===== src/fosr_regs.svh =====
`ifndef FOSR_REGS_SVH
`define FOSR_REGS_SVH

// register offsets on the apb side
`define FOSR_OFF_CTRL 12'h000
`define FOSR_OFF_ADDR 12'h004
`define FOSR_OFF_DATA 12'h008
`define FOSR_OFF_STAT 12'h00C
`define FOSR_OFF_RESULT 12'h010

// control register field
`define FOSR_CTRL_OP_MSB 2

// status register fields
`define FOSR_STAT_BUSY 0
`define FOSR_STAT_DONE 1
`define FOSR_STAT_FAIL 2
`define FOSR_STAT_TMO 3
`define FOSR_STAT_READY 4

// flash status word layout
`define FOSR_READY_BIT 7
`define FOSR_POLL_BIT 7
`define FOSR_TMO_BIT 5
`define FOSR_KEEP_MASK 16'h00FE
`define FOSR_FAIL_MASK 16'h003A

// flash command words and the address they are written to
`define FOSR_CMD_ADDR 32'h0000_0555
`define FOSR_CMD_STATUS_READ 16'h0070
`define FOSR_CMD_CLEAR_STATUS 16'h0071

// strobe timing
`define FOSR_CLK_NS 40
`define FOSR_STROBE_NS 80
`define FOSR_STROBE_CYC ((`FOSR_STROBE_NS + `FOSR_CLK_NS - 1) / `FOSR_CLK_NS)
`define FOSR_SYNC_CYC 2

`endif


===== src/fosr_pkg.sv =====
package fosr_pkg;

   typedef enum logic [2:0] {
      ST_IDLE = 3'h0,
      ST_WSETUP = 3'h1,
      ST_WSTROBE = 3'h3,
      ST_RSETUP = 3'h2,
      ST_RSTROBE = 3'h6,
      ST_EVAL = 3'h7,
      ST_DONE = 3'h5
   } fosr_state_type;

   typedef enum logic [2:0] {
      OP_STATUS = 3'h0,
      OP_CLEAR = 3'h1,
      OP_PROG = 3'h2,
      OP_ERASE = 3'h3
   } fosr_op_type;

endpackage : fosr_pkg


===== src/fosr_host.sv =====
`timescale 1ns/10ps
`default_nettype none
`include "fosr_regs.svh"

module fosr_host
   import fosr_pkg::*;
#(
   parameter int AW = 23
) (
   input wire logic clk,
   input wire logic rst_n,
   input wire logic [11:0] paddr,
   input wire logic psel,
   input wire logic penable,
   input wire logic pwrite,
   input wire logic [31:0] pwdata,
   output logic [31:0] prdata,
   output logic pready,
   output logic pslverr,
   output logic [AW-1:0] flashAddr,
   input wire logic [15:0] flashDqIn,
   output logic [15:0] flashDqOut,
   output logic flashDqOe_n,
   output logic flashCe_n,
   output logic flashOe_n,
   output logic flashWe_n,
   input wire logic readyBusyOut
);

   localparam logic [3:0] STROBE_CYC = 4'(`FOSR_STROBE_CYC);
   localparam logic [3:0] READ_CYC = 4'(`FOSR_STROBE_CYC + `FOSR_SYNC_CYC);

   typedef struct packed {
      fosr_state_type state;
      fosr_op_type op;
      logic [3:0] cnt;
      logic busy;
      logic done;
      logic fail;
      logic tmo;
      logic fin;
      logic [AW-1:0] addr;
      logic [15:0] data;
      logic [15:0] rd;
      logic [15:0] result;
      logic [31:0] prdata;
      logic pslverr;
      logic [AW-1:0] flAddr;
      logic [15:0] dqOut;
      logic dqOe_n;
      logic ce_n;
      logic oe_n;
      logic we_n;
   } fosr_regs_type;

   fosr_regs_type s;
   fosr_regs_type next_s;
   logic [15:0] dqSync;
   logic readySync;
   logic target;
   logic isPoll;

   fosr_sync2 #(.W(16)) u_dq_sync (
      .clk(clk),
      .rst_n(rst_n),
      .din(flashDqIn),
      .dout(dqSync)
   );

   fosr_sync2 #(.W(1)) u_rb_sync (
      .clk(clk),
      .rst_n(rst_n),
      .din(readyBusyOut),
      .dout(readySync)
   );

   assign isPoll = (s.op == OP_PROG) || (s.op == OP_ERASE);
   // program polls against bit 7 of the written data, erase against one
   assign target = (s.op == OP_PROG) ? s.data[`FOSR_POLL_BIT] : 1'b1;

   always_comb begin
      next_s = s;
      // read data is latched in the setup cycle so it comes from a flop
      if (psel && !penable) begin
         next_s.prdata = 32'h0000_0000;
         next_s.pslverr = 1'b0;
         case (paddr)
            `FOSR_OFF_CTRL: begin
               next_s.prdata[`FOSR_CTRL_OP_MSB:0] = s.op;
            end
            `FOSR_OFF_ADDR: begin
               next_s.prdata[AW-1:0] = s.addr;
            end
            `FOSR_OFF_DATA: begin
               next_s.prdata[15:0] = s.data;
            end
            `FOSR_OFF_STAT: begin
               next_s.prdata[`FOSR_STAT_BUSY] = s.busy;
               next_s.prdata[`FOSR_STAT_DONE] = s.done;
               next_s.prdata[`FOSR_STAT_FAIL] = s.fail;
               next_s.prdata[`FOSR_STAT_TMO] = s.tmo;
               next_s.prdata[`FOSR_STAT_READY] = readySync;
            end
            `FOSR_OFF_RESULT: begin
               next_s.prdata[15:0] = s.result;
            end
            default: begin
               next_s.pslverr = 1'b1;
            end
         endcase
      end
      // writes while an operation runs are dropped; busy shows why
      if (psel && penable && pwrite && !s.busy) begin
         case (paddr)
            `FOSR_OFF_CTRL: begin
               if (pwdata[`FOSR_CTRL_OP_MSB:0] <= 3'h3) begin
                  next_s.op = fosr_op_type'(pwdata[`FOSR_CTRL_OP_MSB:0]);
                  next_s.busy = 1'b1;
                  next_s.done = 1'b0;
                  next_s.fail = 1'b0;
                  next_s.tmo = 1'b0;
                  next_s.fin = 1'b0;
                  next_s.result = 16'h0000;
                  if (pwdata[`FOSR_CTRL_OP_MSB:1] == 2'h1) begin
                     next_s.state = ST_RSETUP;
                  end else begin
                     next_s.state = ST_WSETUP;
                  end
               end
            end
            `FOSR_OFF_ADDR: begin
               next_s.addr = pwdata[AW-1:0];
            end
            `FOSR_OFF_DATA: begin
               next_s.data = pwdata[15:0];
            end
            default: begin
            end
         endcase
      end
      case (s.state)
         ST_IDLE: begin
         end
         ST_WSETUP: begin
            next_s.flAddr = AW'(`FOSR_CMD_ADDR);
            if (s.op == OP_CLEAR) begin
               next_s.dqOut = `FOSR_CMD_CLEAR_STATUS;
            end else begin
               next_s.dqOut = `FOSR_CMD_STATUS_READ;
            end
            next_s.dqOe_n = 1'b0;
            next_s.cnt = 4'h0;
            next_s.state = ST_WSTROBE;
         end
         ST_WSTROBE: begin
            next_s.ce_n = 1'b0;
            next_s.we_n = 1'b0;
            next_s.cnt = s.cnt + 4'h1;
            if (s.cnt == STROBE_CYC) begin
               next_s.ce_n = 1'b1;
               next_s.we_n = 1'b1;
               next_s.state = (s.op == OP_CLEAR) ? ST_DONE : ST_RSETUP;
            end
         end
         ST_RSETUP: begin
            // status overlays any address, polls need the target one
            next_s.dqOe_n = 1'b1;
            next_s.flAddr = s.addr;
            next_s.cnt = 4'h0;
            next_s.state = ST_RSTROBE;
         end
         ST_RSTROBE: begin
            next_s.ce_n = 1'b0;
            next_s.oe_n = 1'b0;
            next_s.cnt = s.cnt + 4'h1;
            // the extra cycles cover the input synchroniser latency
            if (s.cnt == READ_CYC) begin
               next_s.ce_n = 1'b1;
               next_s.oe_n = 1'b1;
               next_s.rd = dqSync;
               next_s.state = ST_EVAL;
            end
         end
         ST_EVAL: begin
            if (!isPoll) begin
               if (s.rd[`FOSR_READY_BIT]) begin
                  next_s.result = s.rd & `FOSR_KEEP_MASK;
                  next_s.fail = |(s.rd & `FOSR_FAIL_MASK);
                  next_s.state = ST_DONE;
               end else begin
                  // the overlay lasts one read, so reissue the command
                  next_s.state = ST_WSETUP;
               end
            end else if (s.rd[`FOSR_POLL_BIT] == target) begin
               if (s.fin) begin
                  next_s.result = s.rd;
                  next_s.state = ST_DONE;
               end else begin
                  // the low bits may lag the polling bit by one read
                  next_s.fin = 1'b1;
                  next_s.state = ST_RSETUP;
               end
            end else if (s.rd[`FOSR_TMO_BIT]) begin
               if (s.tmo) begin
                  next_s.fail = 1'b1;
                  next_s.result = s.rd;
                  next_s.state = ST_DONE;
               end else begin
                  next_s.tmo = 1'b1;
                  next_s.state = ST_RSETUP;
               end
            end else begin
               next_s.state = ST_RSETUP;
            end
         end
         ST_DONE: begin
            next_s.busy = 1'b0;
            next_s.done = 1'b1;
            next_s.state = ST_IDLE;
         end
         default: begin
            next_s.state = ST_IDLE;
         end
      endcase
   end

   always_ff @(posedge clk) begin
      if (!rst_n) begin
         s <= '0;
         s.dqOe_n <= 1'b1;
         s.ce_n <= 1'b1;
         s.oe_n <= 1'b1;
         s.we_n <= 1'b1;
      end else begin
         s <= next_s;
      end
   end

   assign pready = psel && penable;
   assign prdata = s.prdata;
   assign pslverr = s.pslverr;
   assign flashAddr = s.flAddr;
   assign flashDqOut = s.dqOut;
   assign flashDqOe_n = s.dqOe_n;
   assign flashCe_n = s.ce_n;
   assign flashOe_n = s.oe_n;
   assign flashWe_n = s.we_n;
endmodule : fosr_host

`default_nettype wire


===== src/fosr_sync2.sv =====
`timescale 1ns/10ps
`default_nettype none

module fosr_sync2 #(
   parameter int W = 1
) (
   input wire logic clk,
   input wire logic rst_n,
   input wire logic [W-1:0] din,
   output logic [W-1:0] dout
);

   typedef struct packed {
      logic [W-1:0] meta;
      logic [W-1:0] stable;
   } fosr_sync_type;

   fosr_sync_type s;
   fosr_sync_type next_s;

   // first stage feeds only the second
   always_comb begin
      next_s.meta = din;
      next_s.stable = s.meta;
   end

   always_ff @(posedge clk) begin
      if (!rst_n) begin
         s <= '0;
      end else begin
         s <= next_s;
      end
   end

   assign dout = s.stable;

endmodule : fosr_sync2

`default_nettype wire


===== config.mk =====
export PLATFORM = sky130hd
export DESIGN_NAME = fosr_host
export DESIGN_NICKNAME = d
export VERILOG_FILES = /design/src/fosr_pkg.sv /design/src/fosr_host.sv /design/src/fosr_sync2.sv
export VERILOG_INCLUDE_DIRS = /design/src /design/src/src
export SDC_FILE = /design/constraint.sdc
export NUM_CORES = 1
export LEC_CHECK = 0
export ABC_AREA = 1
export BUFFER_PORTS_ARGS = -buffer_cell sky130_fd_sc_hd__buf_4
export CAP_MARGIN = 5
export CORE_ASPECT_RATIO = 0.6
export CORE_UTILIZATION = 50
export DETAILED_ROUTE_END_ITERATION = 8
export PLACE_DENSITY = 0.76
export REMOVE_ABC_BUFFERS = 1
export SLEW_MARGIN = 40
export SYNTH_ARGS = -nofsm -noshare
export SYNTH_HDL_FRONTEND = slang
export SYNTH_SLANG_ARGS = --single-unit

===== constraint.sdc =====
create_clock -name clk -period 1.45 [get_ports clk]
set_input_delay 0.29 -clock clk [delete_from_list [all_inputs] [get_ports clk]]
set_output_delay 0.29 -clock clk [all_outputs]
set_load 0.02 [all_outputs]

After elaboration in Yosys (flattened, before gate mapping)
Index checks and enable logic that the tools add are counted.
Cells by class
  reduce and logical (&&, ||, !) cells: 25
  multiplexer cells: 53
  $add $sub $neg: 1
  bitwise logic cells: 1
  eq/ne operators: 17
  shifts and indexed selects: 0
  div/mod/pow operators: 0
  multiply operators: 0
  $lt $le $gt $ge: 1
Operators with widths (number)
  two-way mux 16 bit: 11
  one-hot mux 23 bit (2 select lines): 1
  two-way mux 43 bit: 1
  one-hot mux 11 bit (3 select lines): 1
  two-way mux 3 bit: 10
  == test 12 x 4 -> 1 bit (second input constant): 2
  two-way mux 23 bit: 1
  two-way mux 6 bit: 3
  one-hot mux 3 bit (6 select lines): 1
  one-hot mux 3 bit (5 select lines): 1
  == test 12 x 3 -> 1 bit (second input constant): 1
  == test 12 x 5 -> 1 bit (second input constant): 1
  == test 3 x 2 -> 1 bit (second input constant): 4
  zero test 12 bit: 1
  nonzero test 2 bit: 6
  two-way mux 1 bit: 11
  two-way mux 2 bit: 5
  == test 3 bit (second input constant): 3
  two-way mux 4 bit: 2
  one-hot mux 2 bit (4 select lines): 1
  one-hot mux 4 bit (2 select lines): 1
  two-way mux 7 bit: 1
  == test 3 x 1 -> 1 bit (second input constant): 2
  AND reduction 2 bit: 3
  other kinds (16): 24
Storage, ports and cells
  input bits: 66
  memories kept: 0
  memory bits (writable): 0
  word-level logic and storage cells: 122
  output and inout port bits: 77
  bits in latches: 0
  flip-flop bits (word level): 187
  bits in read-only memories: 0

Longest topological paths before layout
  word-level depth: 9
  depth in mapped cells: 12
  depth with buffers taken out: 12

Cells and area by module
A second synthesis with hierarchy kept.
Second synthesis, totals
  cell total of the unflattened synthesis: 990
  area total of the unflattened synthesis: 7551.0 µm²
Modules (own cells, without submodules)
  fosr_host: cells an instance 885, times used 1, area an instance 6581.3 µm², sequential area each 2782.7 µm²
  fosr_sync2 (u_dq_sync): cells an instance 99, times used 1, area an instance 914.6 µm², sequential area each 640.6 µm²
  fosr_sync2 (u_rb_sync): cells an instance 6, times used 1, area an instance 55.1 µm², sequential area each 40.0 µm²

Worst setup path after synthesis
No wires, ideal clock.
  kind: input port to flip-flop
  start: input port paddr[7]
  end: register s[161] (netlist bit)
  data required time: 1318 ps
  path slack: 53 ps
  cell stages on the path: 7
  data arrival time: 1265 ps
  buffers on the path: 1
  setup time: 132 ps
  path through: nor2_1 nand2_2 nor2_8 nand3_2 buf_2 o21ai_0 a31oi_1
Between the ends
  cells in the longest elaborated chain, start to end: 5
  elaborated cells on any way between the ends: 6
  classes of those cells: 5 x mux; 1 x reduce/logical
Ends and longest elaborated chain
  from (decl): line fosr_host.sv:12  | input wire logic [11:0] paddr,
  zero test 12 bit *: line fosr_host.sv:114  | case (paddr)
  two-way mux 6 bit *: line fosr_host.sv:114
  two-way mux 6 bit *: line fosr_host.sv:113  | if (psel && penable && pwrite && !s.busy) begin
  two-way mux 3 bit (on tied branches): line fosr_host.sv:177, fosr_host.sv:159
  one-hot mux 3 bit (6 select lines) *: line fosr_host.sv:141  | case (s.state)
  to (signal assigned): line fosr_host.sv:235  | s <= next_s;
  to (decl): line fosr_host.sv:56  | fosr_regs_type s;
Every way passes the cells marked *; elsewhere a longest branch is shown, timed or not.
A chain may end at the register's enable or synchronous reset.

Worst setup path after layout
  start: register s[156] (netlist bit)
  end: register s[85] (netlist bit)
Between the ends
  cells in the longest elaborated chain, start to end: 6
  elaborated cells on any way between the ends: 8
  classes of those cells: 3 x eq/ne; 4 x mux; 1 x reduce/logical
Ends and longest elaborated chain
  == test 3 x 2 -> 1 bit: line fosr_host.sv:77, fosr_host.sv:79
  two-way mux 1 bit: line fosr_host.sv:79  | assign target = (s.op == OP_PROG) ? s.data[`FOSR_POLL_BIT] : 1'b1;
  == test 1 bit: line fosr_host.sv:194  | end else if (s.rd[`FOSR_POLL_BIT] == target) begin
  two-way mux 16 bit: line fosr_host.sv:194
  two-way mux 16 bit *: line fosr_host.sv:185  | if (!isPoll) begin
  two-way mux 16 bit *: line fosr_host.sv:141
Marked as above.

==> results.toml <==
[run_status]
status = "complete, but fails checks"
violations = "setup timing"

[critical_path]
worst_ep_required_time_ns = 1.81
crit_path_end_kind = "register"
r2r_cells = 11
crit_path_top_delay_cell = "dfxtp_2"
critPathKind = "register to register"
cp.arrival_ns = 1.93
critPathMaxFanout = 5
critPathLaunchType = "register"
path_cells = "nor2_2 -> buf_4 -> nand2_4 -> nand2_4 -> nand3_4 -> buf_12 -> nand2_8 -> nand3_2 -> nand2_1 -> nand2_1 -> a21oi_2"
cpPeakStageDelay_ns = 0.35

[sta]
fmax_mhz = 634.6
timing.final.max_slew_violations = 0
hold_violations = 0
rsz0062_at_grt = "yes"
layout_setup_ws_ns = -0.1259
period_needed_ns = 1.576
setup_tns_ns = -1.852
setup_viol = 39
fin_hold_ws_ns = 0.04119
finalCritPeriodShare_pct = 108.7
fin_skew_ns = 0.009475

[global_routing]
grt_overflow_total = 0
grt_first_pass_wirelength_um = 32490
grt.total_usage_pct = 25.63
antenna_found_initial = 0
grt_max_degree = 72
grt_pass1_vias = 6506

[power]
ir_drop_mv = 0.8152
power.density_mw_per_mm2 = 1072
power_leakage_nw = 4.366

[synthesis]
synth_cell_type_count = 40
syn_avg_cell_area_um2 = 7.604
yosysSeqAreaShare_pct = 44.39
ys_seq_elements = 173
synth_cells = 1026
synth_area_mm2 = 0.007801
yosysWarningCount = 0

[route]
post_drt_wl_per_cell_um = 15.86
drc = 0
antenna_left = 0
firstDrtPassIters = 6
num_vias = 7208
vias_per_cell = 5.312
wl_um = 21520
initialDrtViolationCount = 669

[floorplanning]
fp-row-count = 34
ioPinCount = 143
core_area_mm2 = 0.01485
dieArea_mm2 = 0.01612
die_h_um = 98.76
die_w_um = 163.3
start_util_pct = 52.55

[clock_network]
clk_pin_slew_ns = 0.07
worstSkewPairLatency_ns = 0.43
holdBufCountCts = 0
cts_buffers = 17
clockBufferDepth = 2
htree_num_levels = 4
cts_sinks = 173
cts_tree = "built"
cts_root_buf = "clkbuf_16"

[place]
gp_routability_congestion = 0.8693
io_buffer_count = 112
hpwl_um = 13510

[finish]
regArea_mm2 = 0.003473
layout_commonest_cell = "nand2_1"
area_growth_pct = 27.55
mostFrequentLayoutCells = "186 x nand2_1, 177 x buf_4, 165 x dfxtp_1"
fillers = 1194
drive_gt1_share_pct = 29.94
antenna_cells = 0
multiInputGateArea_mm2 = 0.003385
fin_nets = 1216

[worst_hold_path]
hold_path.class = "primary input to register"
min_path_cells = 3

[flow_run]
cap_violations = 0
-- cells by family (layout without fill, tap and decap cells) --
logic type | Yosys count | after routing | share of synthesized area (%)
other | 1 | 21 | 0.04807
XOR/XNOR | 1 | 1 | 0.1123
buffers and inverters | 244 | 356 | 16.42
AO/OA/AOI/OAI | 206 | 206 | 14.00
adder cells (fa/ha/maj) | 3 | 3 | 0.4812
AND/OR/NAND/NOR | 398 | 399 | 24.54
flip-flops | 173 | 173 | 44.39
-- state kept, by name, indices dropped and copies added, names as in the netlist --
signal	cells
flashDqOut	2
pslverr	1
u_rb_sync.next_s	1
u_dq_sync.next_s	16
flashDqOe_n	1
s	86
u_dq_sync.dout	16
flashAddr	23
flashOe_n	1
prdata	23
flashWe_n	1
u_rb_sync.dout	1
flashCe_n	1
-- through the flow --
stage / instances / setup slack, ns / total power [mW] / area, um^2 / utilization (%)
2_1_floorplan: 924 / -0.6934 / 5.532 / 7056 / -
3_3_place_gp: 1303 / -0.1672 / 6.059 / 8777 / 59.12
3_5_place_dp: 1303 / -0.2422 / 6.074 / 8777 / 59.12
4_1_cts: 1343 / -0.08263 / 10.60 / 9557 / 64.37
5_1_grt: 1357 / -0.2022 / 11.03 / 9951 / 67.02
6_report: 1357 / -0.1259 / 10.67 / 9951 / 67.02
-- worst max-delay path: cells and delay by family (launching register included) --
| kind | cells | cell delay (ns) |
|---|---|---|
| simple gates | 8 | 0.70 |
| buf+inv | 2 | 0.32 |
| flops | 1 | 0.35 |
| compound gates | 1 | 0.13 |
-- power breakdown --
| group | internal [mW] | switching [mW] | total, mW |
|---|---|---|---|
| sequential | 4.87 | 0.0687 | 4.94 |
| clock | 2.64 | 1.95 | 4.59 |
| combinational | 0.410 | 0.734 | 1.14 |
| total | 7.92 | 2.75 | 10.7 |
-- repair_timing --
item                                    in CTS  in global routing
endpoints found under the setup margin      31                 73
cloned                                       2                  5
gates resized for setup                     24                 83
pin swaps                                   13                 21
setup buffers                                7                  9
-- final timing paths --
check / start / to / slack, ns
worst max-delay path: s[156] / s[85] / -0.13
worst min-delay path: flashDqIn[2] / u_dq_sync.next_s[2] / 0.04
worst max register to register: s[156] / s[85] / -0.13
worst min register to register: u_dq_sync.next_s[11] / u_dq_sync.dout[11] / 0.41
-- cells in the mapped netlist, drive strengths merged --
cell	n	area, um^2
a211oi	2	15.01
a21oi	112	598.1
a31oi	8	50.05
buf	98	719.4
clkbuf	24	101.3
clkinv	1	3.750
conb	1	3.750
dfxtp	173	3463
ha	3	37.54
inv	121	456.7
nand2	209	842.1
nand3	102	598.1
nand3b	4	30.03
nand4	15	93.84
nor2	57	287.8
nor3	9	50.05
nor4	1	6.260
o21ai	78	390.4
o21bai	1	7.510
o22ai	5	31.28
or2	1	6.260
xor2	1	8.760
-- per-layer routing --
| metal | vias to the layer above | part of all wire, % | track usage [%] |
|---|---|---|---|
| met2 | 326 | 44 | 38.33 |
| met3 | 33 | 9.0 | 4.293 |
| met5 | - | 0 | 0 |
| met1 | 3370 | 45 | 37.77 |
| met4 | 0 | 1.4 | 7.045 |
| li1 | 3479 | - | - |
-- layout make-up --
class | instances | share of cell area, %
well taps | 198 | 2.490
inverters | 122 | 4.703
multi-input cells | 630 | 34.01
flip-flops and latches | 173 | 34.91
repair buffers | 203 | 17.97
clock buffers | 20 | 4.589
clock inverters | 11 | 1.333
Power figures use the tool's default switching activity.
